[config.mk]
export PLATFORM = sky130hd
export DESIGN_NAME = hcl_cond
export DESIGN_NICKNAME = d
export VERILOG_FILES = /design/src/hcl_pkg.sv /design/src/hcl_lpf.sv /design/src/hcl_out_stage.sv /design/src/hcl_cond.sv
export SDC_FILE = /design/constraint.sdc
export NUM_CORES = 1
export LEC_CHECK = 0
export BUFFER_PORTS_ARGS = -buffer_cell sky130_fd_sc_hd__buf_2
export CAP_MARGIN = 20
export CORE_MARGIN = 5
export CORE_UTILIZATION = 54
export CTS_CLUSTER_DIAMETER = 40
export DETAILED_ROUTE_END_ITERATION = 7
export GPL_ROUTABILITY_DRIVEN = 0
export PLACE_DENSITY = 0.73
export RECOVER_POWER = 50
export SYNTH_ARGS = -nofsm -noshare
export SYNTH_HDL_FRONTEND = slang
export SYNTH_HIERARCHICAL = 1
export SYNTH_SLANG_ARGS = --single-unit
export TNS_END_PERCENT = 20
[constraint.sdc]
create_clock -name MCLK -period 19.08 [get_ports MCLK]
set_input_delay 4.77 -clock MCLK [delete_from_list [all_inputs] [get_ports MCLK]]
set_output_delay 4.77 -clock MCLK [all_outputs]
set_load 0.005 [all_outputs]
[src/hcl_pkg.sv]
// Shared constants and helpers for the Hall signal conditioning path.
package hcl_pkg;
    // Register byte addresses.
    localparam logic [7:0] ADR_LCLP_LO = 8'h02;
    localparam logic [7:0] ADR_LCLP_HI = 8'h03;
    localparam logic [7:0] ADR_HCLP_LO = 8'h04;
    localparam logic [7:0] ADR_HCLP_HI = 8'h05;
    localparam logic [7:0] ADR_OFS_LO  = 8'h06;
    localparam logic [7:0] ADR_OFS_HI  = 8'h07;
    localparam logic [7:0] ADR_GAIN_LO = 8'h08;
    localparam logic [7:0] ADR_GAIN_HI = 8'h09;
    localparam logic [7:0] ADR_MODE    = 8'h0C;
    localparam logic [7:0] ADR_TCL     = 8'h0E;
    localparam logic [7:0] ADR_TCQ     = 8'h0F;
    localparam logic [7:0] ADR_FLD_LO  = 8'h18;
    localparam logic [7:0] ADR_FLD_HI  = 8'h19;
    // Mode field positions.
    localparam int MODE_RNG_LSB = 0;
    localparam int MODE_FLT_LSB = 3;
    // Reset values (blank storage).
    localparam logic [5:0]  MODE_RST = 6'h00;
    localparam logic [12:0] CLM_RST  = 13'h0000;
    localparam logic [15:0] WORD_RST = 16'h0000;
    localparam logic [7:0]  TCL_RST  = 8'h00;
    localparam logic [5:0]  TCQ_RST  = 6'h00;
    // Stored-to-effective bit inversions.
    localparam logic [15:0] GAIN_INV = 16'h2000;
    localparam logic [15:0] OFS_INV  = 16'h1000;
    localparam logic [12:0] HCLP_INV = 13'h1FFF;
    // Range scale in Q8, relative to the widest range.
    localparam logic [10:0] RNG_Q8_100 = 11'h180;
    localparam logic [10:0] RNG_Q8_30  = 11'h500;
    localparam logic [10:0] RNG_Q8_60  = 11'h280;
    localparam logic [10:0] RNG_Q8_80  = 11'h1E0;
    localparam logic [10:0] RNG_Q8_150 = 11'h100;
    localparam logic [2:0]  RNG_WIDE   = 3'h4;
    // Filter smoothing shifts; each halving of corner adds one.
    localparam logic [2:0] FLT_K_2K  = 3'h1;
    localparam logic [2:0] FLT_K_1K  = 3'h2;
    localparam logic [2:0] FLT_K_500 = 3'h3;
    localparam logic [2:0] FLT_K_250 = 3'h4;
    localparam logic [2:0] FLT_K_125 = 3'h5;
    localparam logic [2:0] FLT_K_62  = 3'h6;
    // Per-corner trim of the field value, Q8 (1.0 by default).
    localparam logic [8:0] FLT_Q8_WIDE   = 9'h100;
    localparam logic [8:0] FLT_Q8_NARROW = 9'h100;
    localparam int FLT_FRAC = 6;
    // Output arithmetic: 65536 field steps at unity gain span supply.
    localparam int OUT_PROD_SHIFT = 16;
    localparam int OFS_SHIFT      = 1;
    localparam logic [12:0] DAC_MAX = 13'h1FFF;

    // Saturate a wide signed value into 16 bits.
    function automatic logic signed [15:0] hcl_sat16(input logic signed [31:0] v);
        if (v > 32'sd32767) begin
            return 16'sh7FFF;
        end else if (v < -32'sd32768) begin
            return -16'sh8000;
        end
        return v[15:0];
    endfunction
endpackage

[src/hcl_lpf.sv]
// First-order digital low-pass filter with selectable smoothing shift.
`timescale 1ns/1ps
`default_nettype none
module hcl_lpf
    import hcl_pkg::*;
(
    // Clock and reset.
    input  wire logic               clk,
    input  wire logic               rst_n,
    // Sample in.
    input  wire logic               in_valid,
    input  wire logic signed [15:0] in_data,
    input  wire logic [2:0]         shift_k,
    // Filtered sample out.
    output var  logic               out_valid,
    output var  logic signed [15:0] out_data
);
    // Accumulator with fraction bits keeps slow corners from stalling.
    logic signed [21:0] acc_r;
    wire  logic signed [22:0] diff = {in_data[15], in_data, {FLT_FRAC{1'b0}}} -
                                     {acc_r[21], acc_r};
    wire  logic signed [22:0] step = diff >>> shift_k;
    wire  logic signed [22:0] acc_sum = {acc_r[21], acc_r} + step;

    // Update once per sample; the result never leaves the input span.
    always_ff @(posedge clk or negedge rst_n) begin
        if (!rst_n) begin
            acc_r     <= 22'sh0;
            out_valid <= 1'b0;
        end else begin
            out_valid <= in_valid;
            if (in_valid) begin
                acc_r <= acc_sum[21:0];
            end
        end
    end

    // Integer part is the filtered field.
    assign out_data = acc_r[21:FLT_FRAC];
endmodule
`default_nettype wire

[src/hcl_out_stage.sv]
// Gain, offset, saturation and clamp stage feeding the output converter.
`timescale 1ns/1ps
`default_nettype none
module hcl_out_stage
    import hcl_pkg::*;
(
    // Clock and reset.
    input  wire logic               clk,
    input  wire logic               rst_n,
    // Filtered field and effective parameters.
    input  wire logic               in_valid,
    input  wire logic signed [15:0] field,
    input  wire logic signed [15:0] gain,
    input  wire logic signed [15:0] ofs,
    input  wire logic [12:0]        clamp_lo,
    input  wire logic [12:0]        clamp_hi,
    // Converter code.
    output var  logic               out_valid,
    output var  logic [12:0]        out_code
);
    logic signed [31:0] prod_r;
    logic               prod_v_r;

    // Scaled product plus offset, both in supply/8192 units.
    wire logic signed [17:0] prod_q = {{2{prod_r[31]}}, prod_r[31:OUT_PROD_SHIFT]};
    wire logic signed [17:0] ofs_q  = {{3{ofs[15]}}, ofs[15:OFS_SHIFT]};
    wire logic signed [17:0] sum    = prod_q + ofs_q;
    // Saturate rather than wrap, then apply the clamp window.
    wire logic [12:0] sat  = sum[17] ? 13'h0000 :
                             (sum > $signed({5'h00, DAC_MAX})) ? DAC_MAX : sum[12:0];
    wire logic [12:0] hi_c = (sat > clamp_hi) ? clamp_hi : sat;
    wire logic [12:0] clmp = (hi_c < clamp_lo) ? clamp_lo : hi_c;

    // Two-stage pipe: multiply, then add and limit.
    always_ff @(posedge clk or negedge rst_n) begin
        if (!rst_n) begin
            prod_r    <= 32'sh0;
            prod_v_r  <= 1'b0;
            out_code  <= 13'h0000;
            out_valid <= 1'b0;
        end else begin
            prod_v_r  <= in_valid;
            out_valid <= prod_v_r;
            if (in_valid) begin
                prod_r <= field * gain;
            end
            if (prod_v_r) begin
                out_code <= clmp;
            end
        end
    end
endmodule
`default_nettype wire

[src/hcl_cond.sv]
// Top of the Hall signal conditioning path: registers, scaling, filter, output.
`timescale 1ns/1ps
`default_nettype none
module hcl_cond (
    // Clock and reset.
    input  wire logic        MCLK,
    input  wire logic        RESET_N,
    // Converted samples from the front end.
    input  wire logic        ADC_VALID,
    input  wire logic [15:0] ADC_DATA,
    // Register access port.
    input  wire logic [7:0]  REG_ADDR,
    input  wire logic [7:0]  REG_WDATA,
    input  wire logic        REG_WR,
    input  wire logic        REG_RD,
    output var  logic [7:0]  REG_RDATA,
    // Front-end controls.
    output var  logic [2:0]  FE_RANGE,
    output var  logic [7:0]  FE_TC_LIN,
    output var  logic [5:0]  FE_TC_QUAD,
    // Output converter.
    output var  logic        DAC_VALID,
    output var  logic [12:0] DAC_CODE
);
    import hcl_pkg::*;

    // ************************************************************
    // Stored parameters
    // ************************************************************

    // Range and filter selection word.
    logic [5:0]  mode_r;
    // Low and high clamp, as stored.
    logic [12:0] lclp_r;
    logic [12:0] hclp_r;
    // Quiescent offset and gain, as stored.
    logic [15:0] ofs_r;
    logic [15:0] gain_r;
    // Temperature coefficients for the analog bias.
    logic [7:0]  tcl_r;
    logic [5:0]  tcq_r;

    // ************************************************************
    // Write decode
    // ************************************************************

    // One strobe per byte lane; writes land the cycle after.
    wire logic wr_lclp_lo = REG_WR && (REG_ADDR == ADR_LCLP_LO);
    wire logic wr_lclp_hi = REG_WR && (REG_ADDR == ADR_LCLP_HI);
    wire logic wr_hclp_lo = REG_WR && (REG_ADDR == ADR_HCLP_LO);
    wire logic wr_hclp_hi = REG_WR && (REG_ADDR == ADR_HCLP_HI);
    wire logic wr_ofs_lo  = REG_WR && (REG_ADDR == ADR_OFS_LO);
    wire logic wr_ofs_hi  = REG_WR && (REG_ADDR == ADR_OFS_HI);
    wire logic wr_gain_lo = REG_WR && (REG_ADDR == ADR_GAIN_LO);
    wire logic wr_gain_hi = REG_WR && (REG_ADDR == ADR_GAIN_HI);
    wire logic wr_mode    = REG_WR && (REG_ADDR == ADR_MODE);
    wire logic wr_tcl     = REG_WR && (REG_ADDR == ADR_TCL);
    wire logic wr_tcq     = REG_WR && (REG_ADDR == ADR_TCQ);

    // Mode word; only six bits exist.
    always_ff @(posedge MCLK or negedge RESET_N) begin
        if (!RESET_N) begin
            mode_r <= MODE_RST;
        end else if (wr_mode) begin
            mode_r <= REG_WDATA[5:0];
        end
    end

    // Clamps are thirteen bits; upper byte holds bits 12..8.
    always_ff @(posedge MCLK or negedge RESET_N) begin
        if (!RESET_N) begin
            lclp_r <= CLM_RST;
            hclp_r <= CLM_RST;
        end else begin
            if (wr_lclp_lo) begin
                lclp_r[7:0] <= REG_WDATA;
            end
            if (wr_lclp_hi) begin
                lclp_r[12:8] <= REG_WDATA[4:0];
            end
            if (wr_hclp_lo) begin
                hclp_r[7:0] <= REG_WDATA;
            end
            if (wr_hclp_hi) begin
                hclp_r[12:8] <= REG_WDATA[4:0];
            end
        end
    end

    // Offset and gain words.
    // A half-written word is used at once; software writes
    // both bytes back to back to avoid a brief odd output.
    always_ff @(posedge MCLK or negedge RESET_N) begin
        if (!RESET_N) begin
            ofs_r  <= WORD_RST;
            gain_r <= WORD_RST;
        end else begin
            if (wr_ofs_lo) begin
                ofs_r[7:0] <= REG_WDATA;
            end
            if (wr_ofs_hi) begin
                ofs_r[15:8] <= REG_WDATA;
            end
            if (wr_gain_lo) begin
                gain_r[7:0] <= REG_WDATA;
            end
            if (wr_gain_hi) begin
                gain_r[15:8] <= REG_WDATA;
            end
        end
    end

    // Temperature coefficients only steer the analog bias.
    always_ff @(posedge MCLK or negedge RESET_N) begin
        if (!RESET_N) begin
            tcl_r <= TCL_RST;
            tcq_r <= TCQ_RST;
        end else begin
            if (wr_tcl) begin
                tcl_r <= REG_WDATA;
            end
            if (wr_tcq) begin
                tcq_r <= REG_WDATA[5:0];
            end
        end
    end

    // ************************************************************
    // Mode decode
    // ************************************************************

    wire logic [2:0] rng_code = mode_r[MODE_RNG_LSB +: 3];
    wire logic [2:0] flt_code = mode_r[MODE_FLT_LSB +: 3];

    // range to scale.
    // The front end converts over the widest span; narrower
    // ranges are digital gain, which costs resolution.
    wire logic [10:0] rng_q8 =
        (rng_code == 3'h0) ? RNG_Q8_100 :
        (rng_code == 3'h1) ? RNG_Q8_30  :
        (rng_code == 3'h2) ? RNG_Q8_60  :
        (rng_code == 3'h3) ? RNG_Q8_80  : RNG_Q8_150;

    // Canonical range code for the front end.
    wire logic [2:0] rng_fe = rng_code[2] ? RNG_WIDE : rng_code;

    wire logic [2:0] flt_k =
        (flt_code == 3'h0) ? FLT_K_500 :
        (flt_code == 3'h1) ? FLT_K_125 :
        (flt_code == 3'h2) ? FLT_K_250 :
        (flt_code == 3'h3) ? FLT_K_62  :
        (flt_code == 3'h4) ? FLT_K_1K  : FLT_K_2K;

    // Per-corner trim; wide corners and narrow ones use the same 1.0 (9'h100).
    wire logic [8:0] flt_q8 = (flt_k < FLT_K_500) ? FLT_Q8_WIDE : FLT_Q8_NARROW;

    wire logic [19:0] scl_full = rng_q8 * flt_q8;
    wire logic [11:0] scl_q8   = scl_full[19:8];

    // ************************************************************
    // Input scaling
    // ************************************************************

    logic               scl_v_r;
    logic signed [15:0] scl_r;

    // sample sign kept as converted.
    // North faces give positive codes, so no negation here.
    wire logic signed [28:0] scl_prod = $signed(ADC_DATA) * $signed({1'b0, scl_q8});
    wire logic signed [31:0] scl_wide = {{11{scl_prod[28]}}, scl_prod[28:8]};

    // Register the scaled sample; narrow ranges saturate.
    always_ff @(posedge MCLK or negedge RESET_N) begin
        if (!RESET_N) begin
            scl_r   <= 16'sh0;
            scl_v_r <= 1'b0;
        end else begin
            scl_v_r <= ADC_VALID;
            if (ADC_VALID) begin
                scl_r <= hcl_sat16(scl_wide);
            end
        end
    end

    // ************************************************************
    // Low-pass filter
    // ************************************************************

    logic               flt_v;
    logic signed [15:0] flt_data;

    hcl_lpf u_lpf (
        .clk       (MCLK),
        .rst_n     (RESET_N),
        .in_valid  (scl_v_r),
        .in_data   (scl_r),
        .shift_k   (flt_k),
        .out_valid (flt_v),
        .out_data  (flt_data)
    );

    // field value is the filter output.
    // It spans the full sixteen-bit signed range.
    wire logic [15:0] fld = flt_data;

    // ************************************************************
    // Effective parameters
    // ************************************************************

    wire logic signed [15:0] gain_eff = gain_r ^ GAIN_INV;
    wire logic signed [15:0] ofs_eff  = ofs_r ^ OFS_INV;

    wire logic [12:0] hclp_eff = hclp_r ^ HCLP_INV;

    // ************************************************************
    // Output stage
    // ************************************************************

    hcl_out_stage u_out (
        .clk       (MCLK),
        .rst_n     (RESET_N),
        .in_valid  (flt_v),
        .field     (flt_data),
        .gain      (gain_eff),
        .ofs       (ofs_eff),
        .clamp_lo  (lclp_r),
        .clamp_hi  (hclp_eff),
        .out_valid (DAC_VALID),
        .out_code  (DAC_CODE)
    );

    // ************************************************************
    // Read path
    // ************************************************************

    // Stored values read back as written, not as inverted.
    // Unmapped addresses read zero.
    wire logic [7:0] rd_mux =
        (REG_ADDR == ADR_LCLP_LO) ? lclp_r[7:0]        :
        (REG_ADDR == ADR_LCLP_HI) ? {3'h0, lclp_r[12:8]} :
        (REG_ADDR == ADR_HCLP_LO) ? hclp_r[7:0]        :
        (REG_ADDR == ADR_HCLP_HI) ? {3'h0, hclp_r[12:8]} :
        (REG_ADDR == ADR_OFS_LO)  ? ofs_r[7:0]         :
        (REG_ADDR == ADR_OFS_HI)  ? ofs_r[15:8]        :
        (REG_ADDR == ADR_GAIN_LO) ? gain_r[7:0]        :
        (REG_ADDR == ADR_GAIN_HI) ? gain_r[15:8]       :
        (REG_ADDR == ADR_MODE)    ? {2'h0, mode_r}     :
        (REG_ADDR == ADR_TCL)     ? tcl_r              :
        (REG_ADDR == ADR_TCQ)     ? {2'h0, tcq_r}      :
        (REG_ADDR == ADR_FLD_LO)  ? fld[7:0]           :
        (REG_ADDR == ADR_FLD_HI)  ? fld[15:8]          : 8'h00;

    // Read data registered; holds until the next read.
    always_ff @(posedge MCLK or negedge RESET_N) begin
        if (!RESET_N) begin
            REG_RDATA <= 8'h00;
        end else if (REG_RD) begin
            REG_RDATA <= rd_mux;
        end
    end

    // ************************************************************
    // Front-end controls
    // ************************************************************

    // Registered copies so every output leaves a flop.
    always_ff @(posedge MCLK or negedge RESET_N) begin
        if (!RESET_N) begin
            FE_RANGE   <= 3'h0;
            FE_TC_LIN  <= TCL_RST;
            FE_TC_QUAD <= TCQ_RST;
        end else begin
            FE_RANGE   <= rng_fe;
            FE_TC_LIN  <= tcl_r;
            FE_TC_QUAD <= tcq_r;
        end
    end
endmodule
`default_nettype wire

==> impl_summary.txt <==
----------------------------------------------------
[Pwr]
  IR drop worst, VDD ... 122 µV
  Clock share of power ... 10.8%
  Overall power after layout ... 3.79 mW
  Net switching power ... roughly 1.9 mW
  Power density over the cells ... 142 mW/mm²
  Standby leakage power ... 12.9 nW
  Share of power burned in combinational logic ... ~72%
  Switching Fraction ... approximately half
  Sequential group share of total power ... 16.9%
  Internal power consumption ... 1.87 mW

[Critical path]
  CP dominant cell by count ... sky130_fd_sc_hd__clkbuf_1
  CP Max Fanout ... roughly 100
  Worst EP required ... ~19 ns
  CP cell instances ... clkbuf_1 > clkbuf_1 > clkbuf_1
  CP Launch Type ... input pin
  Data arrival time of the worst path ... between 10 and 15 ns
  CP endpoint kind ... async pin
  Path type of the worst setup path ... in -> async
  Cell at the slowest stage of the critical path ... sky130_fd_sc_hd__clkbuf_1
  Max incr delay on CP ... approximately 4 ns

[GRT]
  Number of antenna violations at the first check in global routing ... 3
  Pin count of the biggest net entering global routing ... 109
  Global-route wire length before repair ... 105000 µm
  Total Routing Usage GR ... 25.2%
  Number of global-route vias before repair ... 20600
  Leftover overflow at the end of global routing ... 0

[Clock network]
  Clock insertion delay at the later pin of the skew report ... 0.45 ns
  Hold buffer count at CTS ... 0
  Gates resized, CTS repair ... 0
  Htree depth ... 4
  Total clock sinks ... 174
  Max Root-Sink Buffers ... 2
  Post-CTS setup buffer count ... 0
  Cts bufs inserted ... 17
  Buffer type at the clock tree root ... sky130_fd_sc_hd__clkbuf_16
  CTS tree ... yes
  Post-CTS clock slew at the launch and capture registers of the worst setup and hold paths ... roughly 0.070 ns

[Synthesis]
  Portion of the post-synthesis area used by sequential elements ... 17.2%
  Warnings, synthesis ... 6
  Gate Count Post-Synth ... 2720
  Commonest register cell after synthesis ... sky130_fd_sc_hd__dfrtp_1
  Main combinational cell family by area after synthesis ... adder cells
  Count of flip-flops with a built-in enable after synthesis ... 0
  Multiplexer area fraction after synthesis ... 7.23%
  Post-synthesis compound-gate area fraction ... 11.9%
  Simple-gate share of the synthesized area ... 13.7%
  Post-synthesis area per instance ... ~9.3 µm²
  Flip-flop and latch count after synthesis ... 174
  Synth Area in XOR/XNOR ... between 2 and 3%
  Post-synthesis adder-cell area fraction ... 38.0%
  Post-synth ARST share ... between 90% and 100%
  Number of nets produced by synthesis ... 3328
  Cell area after synthesis ... approximately 0.025 mm²
  Count of unique library cells instantiated by Yosys ... 85

[Outcome]
  Status ... finished, violations left
  Failing checks ... max-capacitance violations, max-slew violations

[Timing]
  Final period util ... 64.3%
  Final slew viol count ... between 200 and 250
  Minimum period implied by the final worst setup slack ... 12.27 ns
  Fmax ... 81.5 MHz
  Relative max-transition margin ... -270%
  Accumulated negative setup slack ... 0 ns
  Final hold violation count ... 0
  RSZ-0062 raised after global routing ... no
  Measured slew at the worst slew-check pin ... 5.54 ns
  Final worst hold slack ... 0.398 ns
  Worst clock skew ... 0.0127 ns
  Final setup vio count ... 0

[Detailed routing]
  Ratio of routed vias to standard cells ... just under 6
  Vias post-DR ... between 15000 and 20000
  Drc violations ... 0
  Antenna-violating nets left ... 0
  Average detailed-routed wire length per instance ... 19.1 µm
  Number of optimization iterations in the first detailed-route pass ... 7
  Starting DRC count in detailed routing ... roughly 1300
  Final wirelength ... 63800 µm

[Die]
  Initial core utilization ... between 50% and 60%
  Top-level I/O count ... 76
  Row Count ... 79
  Full die area ... 0.0513 mm²
  Die Y ... 226 µm
  Core Footprint ... 0.0465 mm²
  Die Wd ... between 200 and 250 µm

[Place]
  Placed wire-length estimate after detailed placement ... 50000 µm
  Buffers added on ports ... 75

[Final layout]
  Commonest non-fill, non-tap cell in the layout ... sky130_fd_sc_hd__inv_1
  Nets@finish ... ~3300
  Share of final-layout standard cells stronger than drive strength 1 ... under 10%
  Leading cell types in the layout, fill and taps excluded ... 466 x sky130_fd_sc_hd__inv_1, 329 x sky130_fd_sc_hd__fa_1, 280 x sky130_fd_sc_hd__nand2_1
  Area of the multi-input gates ... 0.0187 mm²
  Number of filler cells placed in the layout ... 4038
  Area of all sequential standard cells ... 0.00435 mm²
  Relative area change from synthesis to final layout ... 5.45%

[Run]
  Max-capacitance violation count ... 3

[Min path]
  Class of the tightest hold or removal check ... reg -> reg

----------------------------------------------------
-- cell usage after synthesis, types with 11 or more instances --
library cell	count	area (µm²)
sky130_fd_sc_hd__inv_1	466	1750
sky130_fd_sc_hd__fa_1	329	6590
sky130_fd_sc_hd__nand2_1	280	1050
sky130_fd_sc_hd__ha_1	242	3030
sky130_fd_sc_hd__dfrtp_1	174	4350
sky130_fd_sc_hd__and2_1	137	857
sky130_fd_sc_hd__a21oi_1	129	646
sky130_fd_sc_hd__mux2_2	110	1240
sky130_fd_sc_hd__nor2_1	101	379
sky130_fd_sc_hd__clkbuf_1	73	274
sky130_fd_sc_hd__o21ai_0	66	330
sky130_fd_sc_hd__xnor2_1	63	552
sky130_fd_sc_hd__nand3_1	44	220
sky130_fd_sc_hd__mux2i_1	40	400
sky130_fd_sc_hd__nor3_1	30	150
sky130_fd_sc_hd__a21o_1	29	218
sky130_fd_sc_hd__nand2b_1	28	175
sky130_fd_sc_hd__a211oi_1	22	165
sky130_fd_sc_hd__o21a_1	21	158
sky130_fd_sc_hd__xor2_1	20	175
sky130_fd_sc_hd__buf_4	19	143
sky130_fd_sc_hd__o21ai_1	18	90.1
sky130_fd_sc_hd__a221o_1	17	170
sky130_fd_sc_hd__and3_1	17	106
sky130_fd_sc_hd__nor2b_1	17	106
sky130_fd_sc_hd__o21bai_1	16	120
sky130_fd_sc_hd__a31oi_1	13	81.3
sky130_fd_sc_hd__o221ai_1	12	105
sky130_fd_sc_hd__mux2_1	11	124
sky130_fd_sc_hd__or3_1	11	68.8
-- path summary, 6_finish.rpt --
check	from	to	slack (ns)	cells after the start
hold reg to reg	tcq_r[1]	FE_TC_QUAD[1]	0.40	0
setup / recovery	RESET_N	u_lpf/acc_r[2]	6.81	3
min in group asynchronous	RESET_N	u_out/prod_v_r	4.23	1
setup reg to reg	ofs_r[1]	u_out/out_code[1]	11.11	28
max in group MCLK	ADC_DATA[15]	scl_r[4]	9.14	17
hold / removal	tcq_r[1]	FE_TC_QUAD[1]	0.40	0
-- area by class of cell --
type,instances,area share [%]
Antenna cell,3,0.0281
Clock buffer,18,1.65
Clock inverter,14,0.928
Inverter,469,6.60
Multi-Input combinational cell,1965,69.9
Sequential cell,174,16.3
Tap cell,607,2.85
Timing Repair Buffer,94,1.73
-- per-layer routing --
layer / part of all wire [%] / vias to the layer above / track usage (%)
met2: 49 / 653 / 42.9
li1: - / 8935 / -
met1: 42 / 9826 / 33.2
met4: 3.6 / 0 / 8.83
met3: 5.8 / 135 / 3.78
met5: 0 / - / 0
-- kinds of logic (layout without fill, tap and decap cells) --
group	after synthesis	in the layout
and+or+nand+nor	704	704
buffers and inverters	581	595
adders and majority gates	571	571
AOI/OAI and AO/OA	442	442
DFF	174	174
muxes	164	164
xor gates and xnor gates	84	84
other	0	3
-- sequential cells by signal, summed over array words and instances (netlist names), 13 cells and up --
name	flops
u_out/prod_r	16
u_out/out_code	13
hclp_r	13
scl_r	16
gain_r	16
ofs_r	16
u_lpf/acc_r	22
lclp_r	13
-- stage by stage --
stage / area [µm²] / std cells / setup slack (ns) / utilization, %
finish: 26700 / 3344 / 6.81 / 57.4
global route: 26700 / 3342 / 5.23 / 57.4
CTS: 26800 / 3340 / 9.16 / 57.6
detailed placement: 26100 / 3308 / 8.70 / 56.1
global placement: 26100 / 3308 / 8.89 / 56.1
floorplan: 25300 / 2720 / 9.42 / -
-- worst max-delay path: cells and delay by family --
kind                   cells  cell delay, ns
buffers and inverters      3            7.08
-- power by group through the flow --
stage / sequential, mW / combinational, mW / clock (mW)
final: 0.641 / 2.74 / 0.411
after global routing: 0.653 / 3.06 / 0.431
after CTS: 0.640 / 2.73 / 0.417
after detailed placement: 0.646 / 2.70 / 0
after global placement: 0.643 / 2.61 / 0
after floorplan: 0.510 / 2.21 / 0
Note: power is estimated with default switching activity, not from simulation.
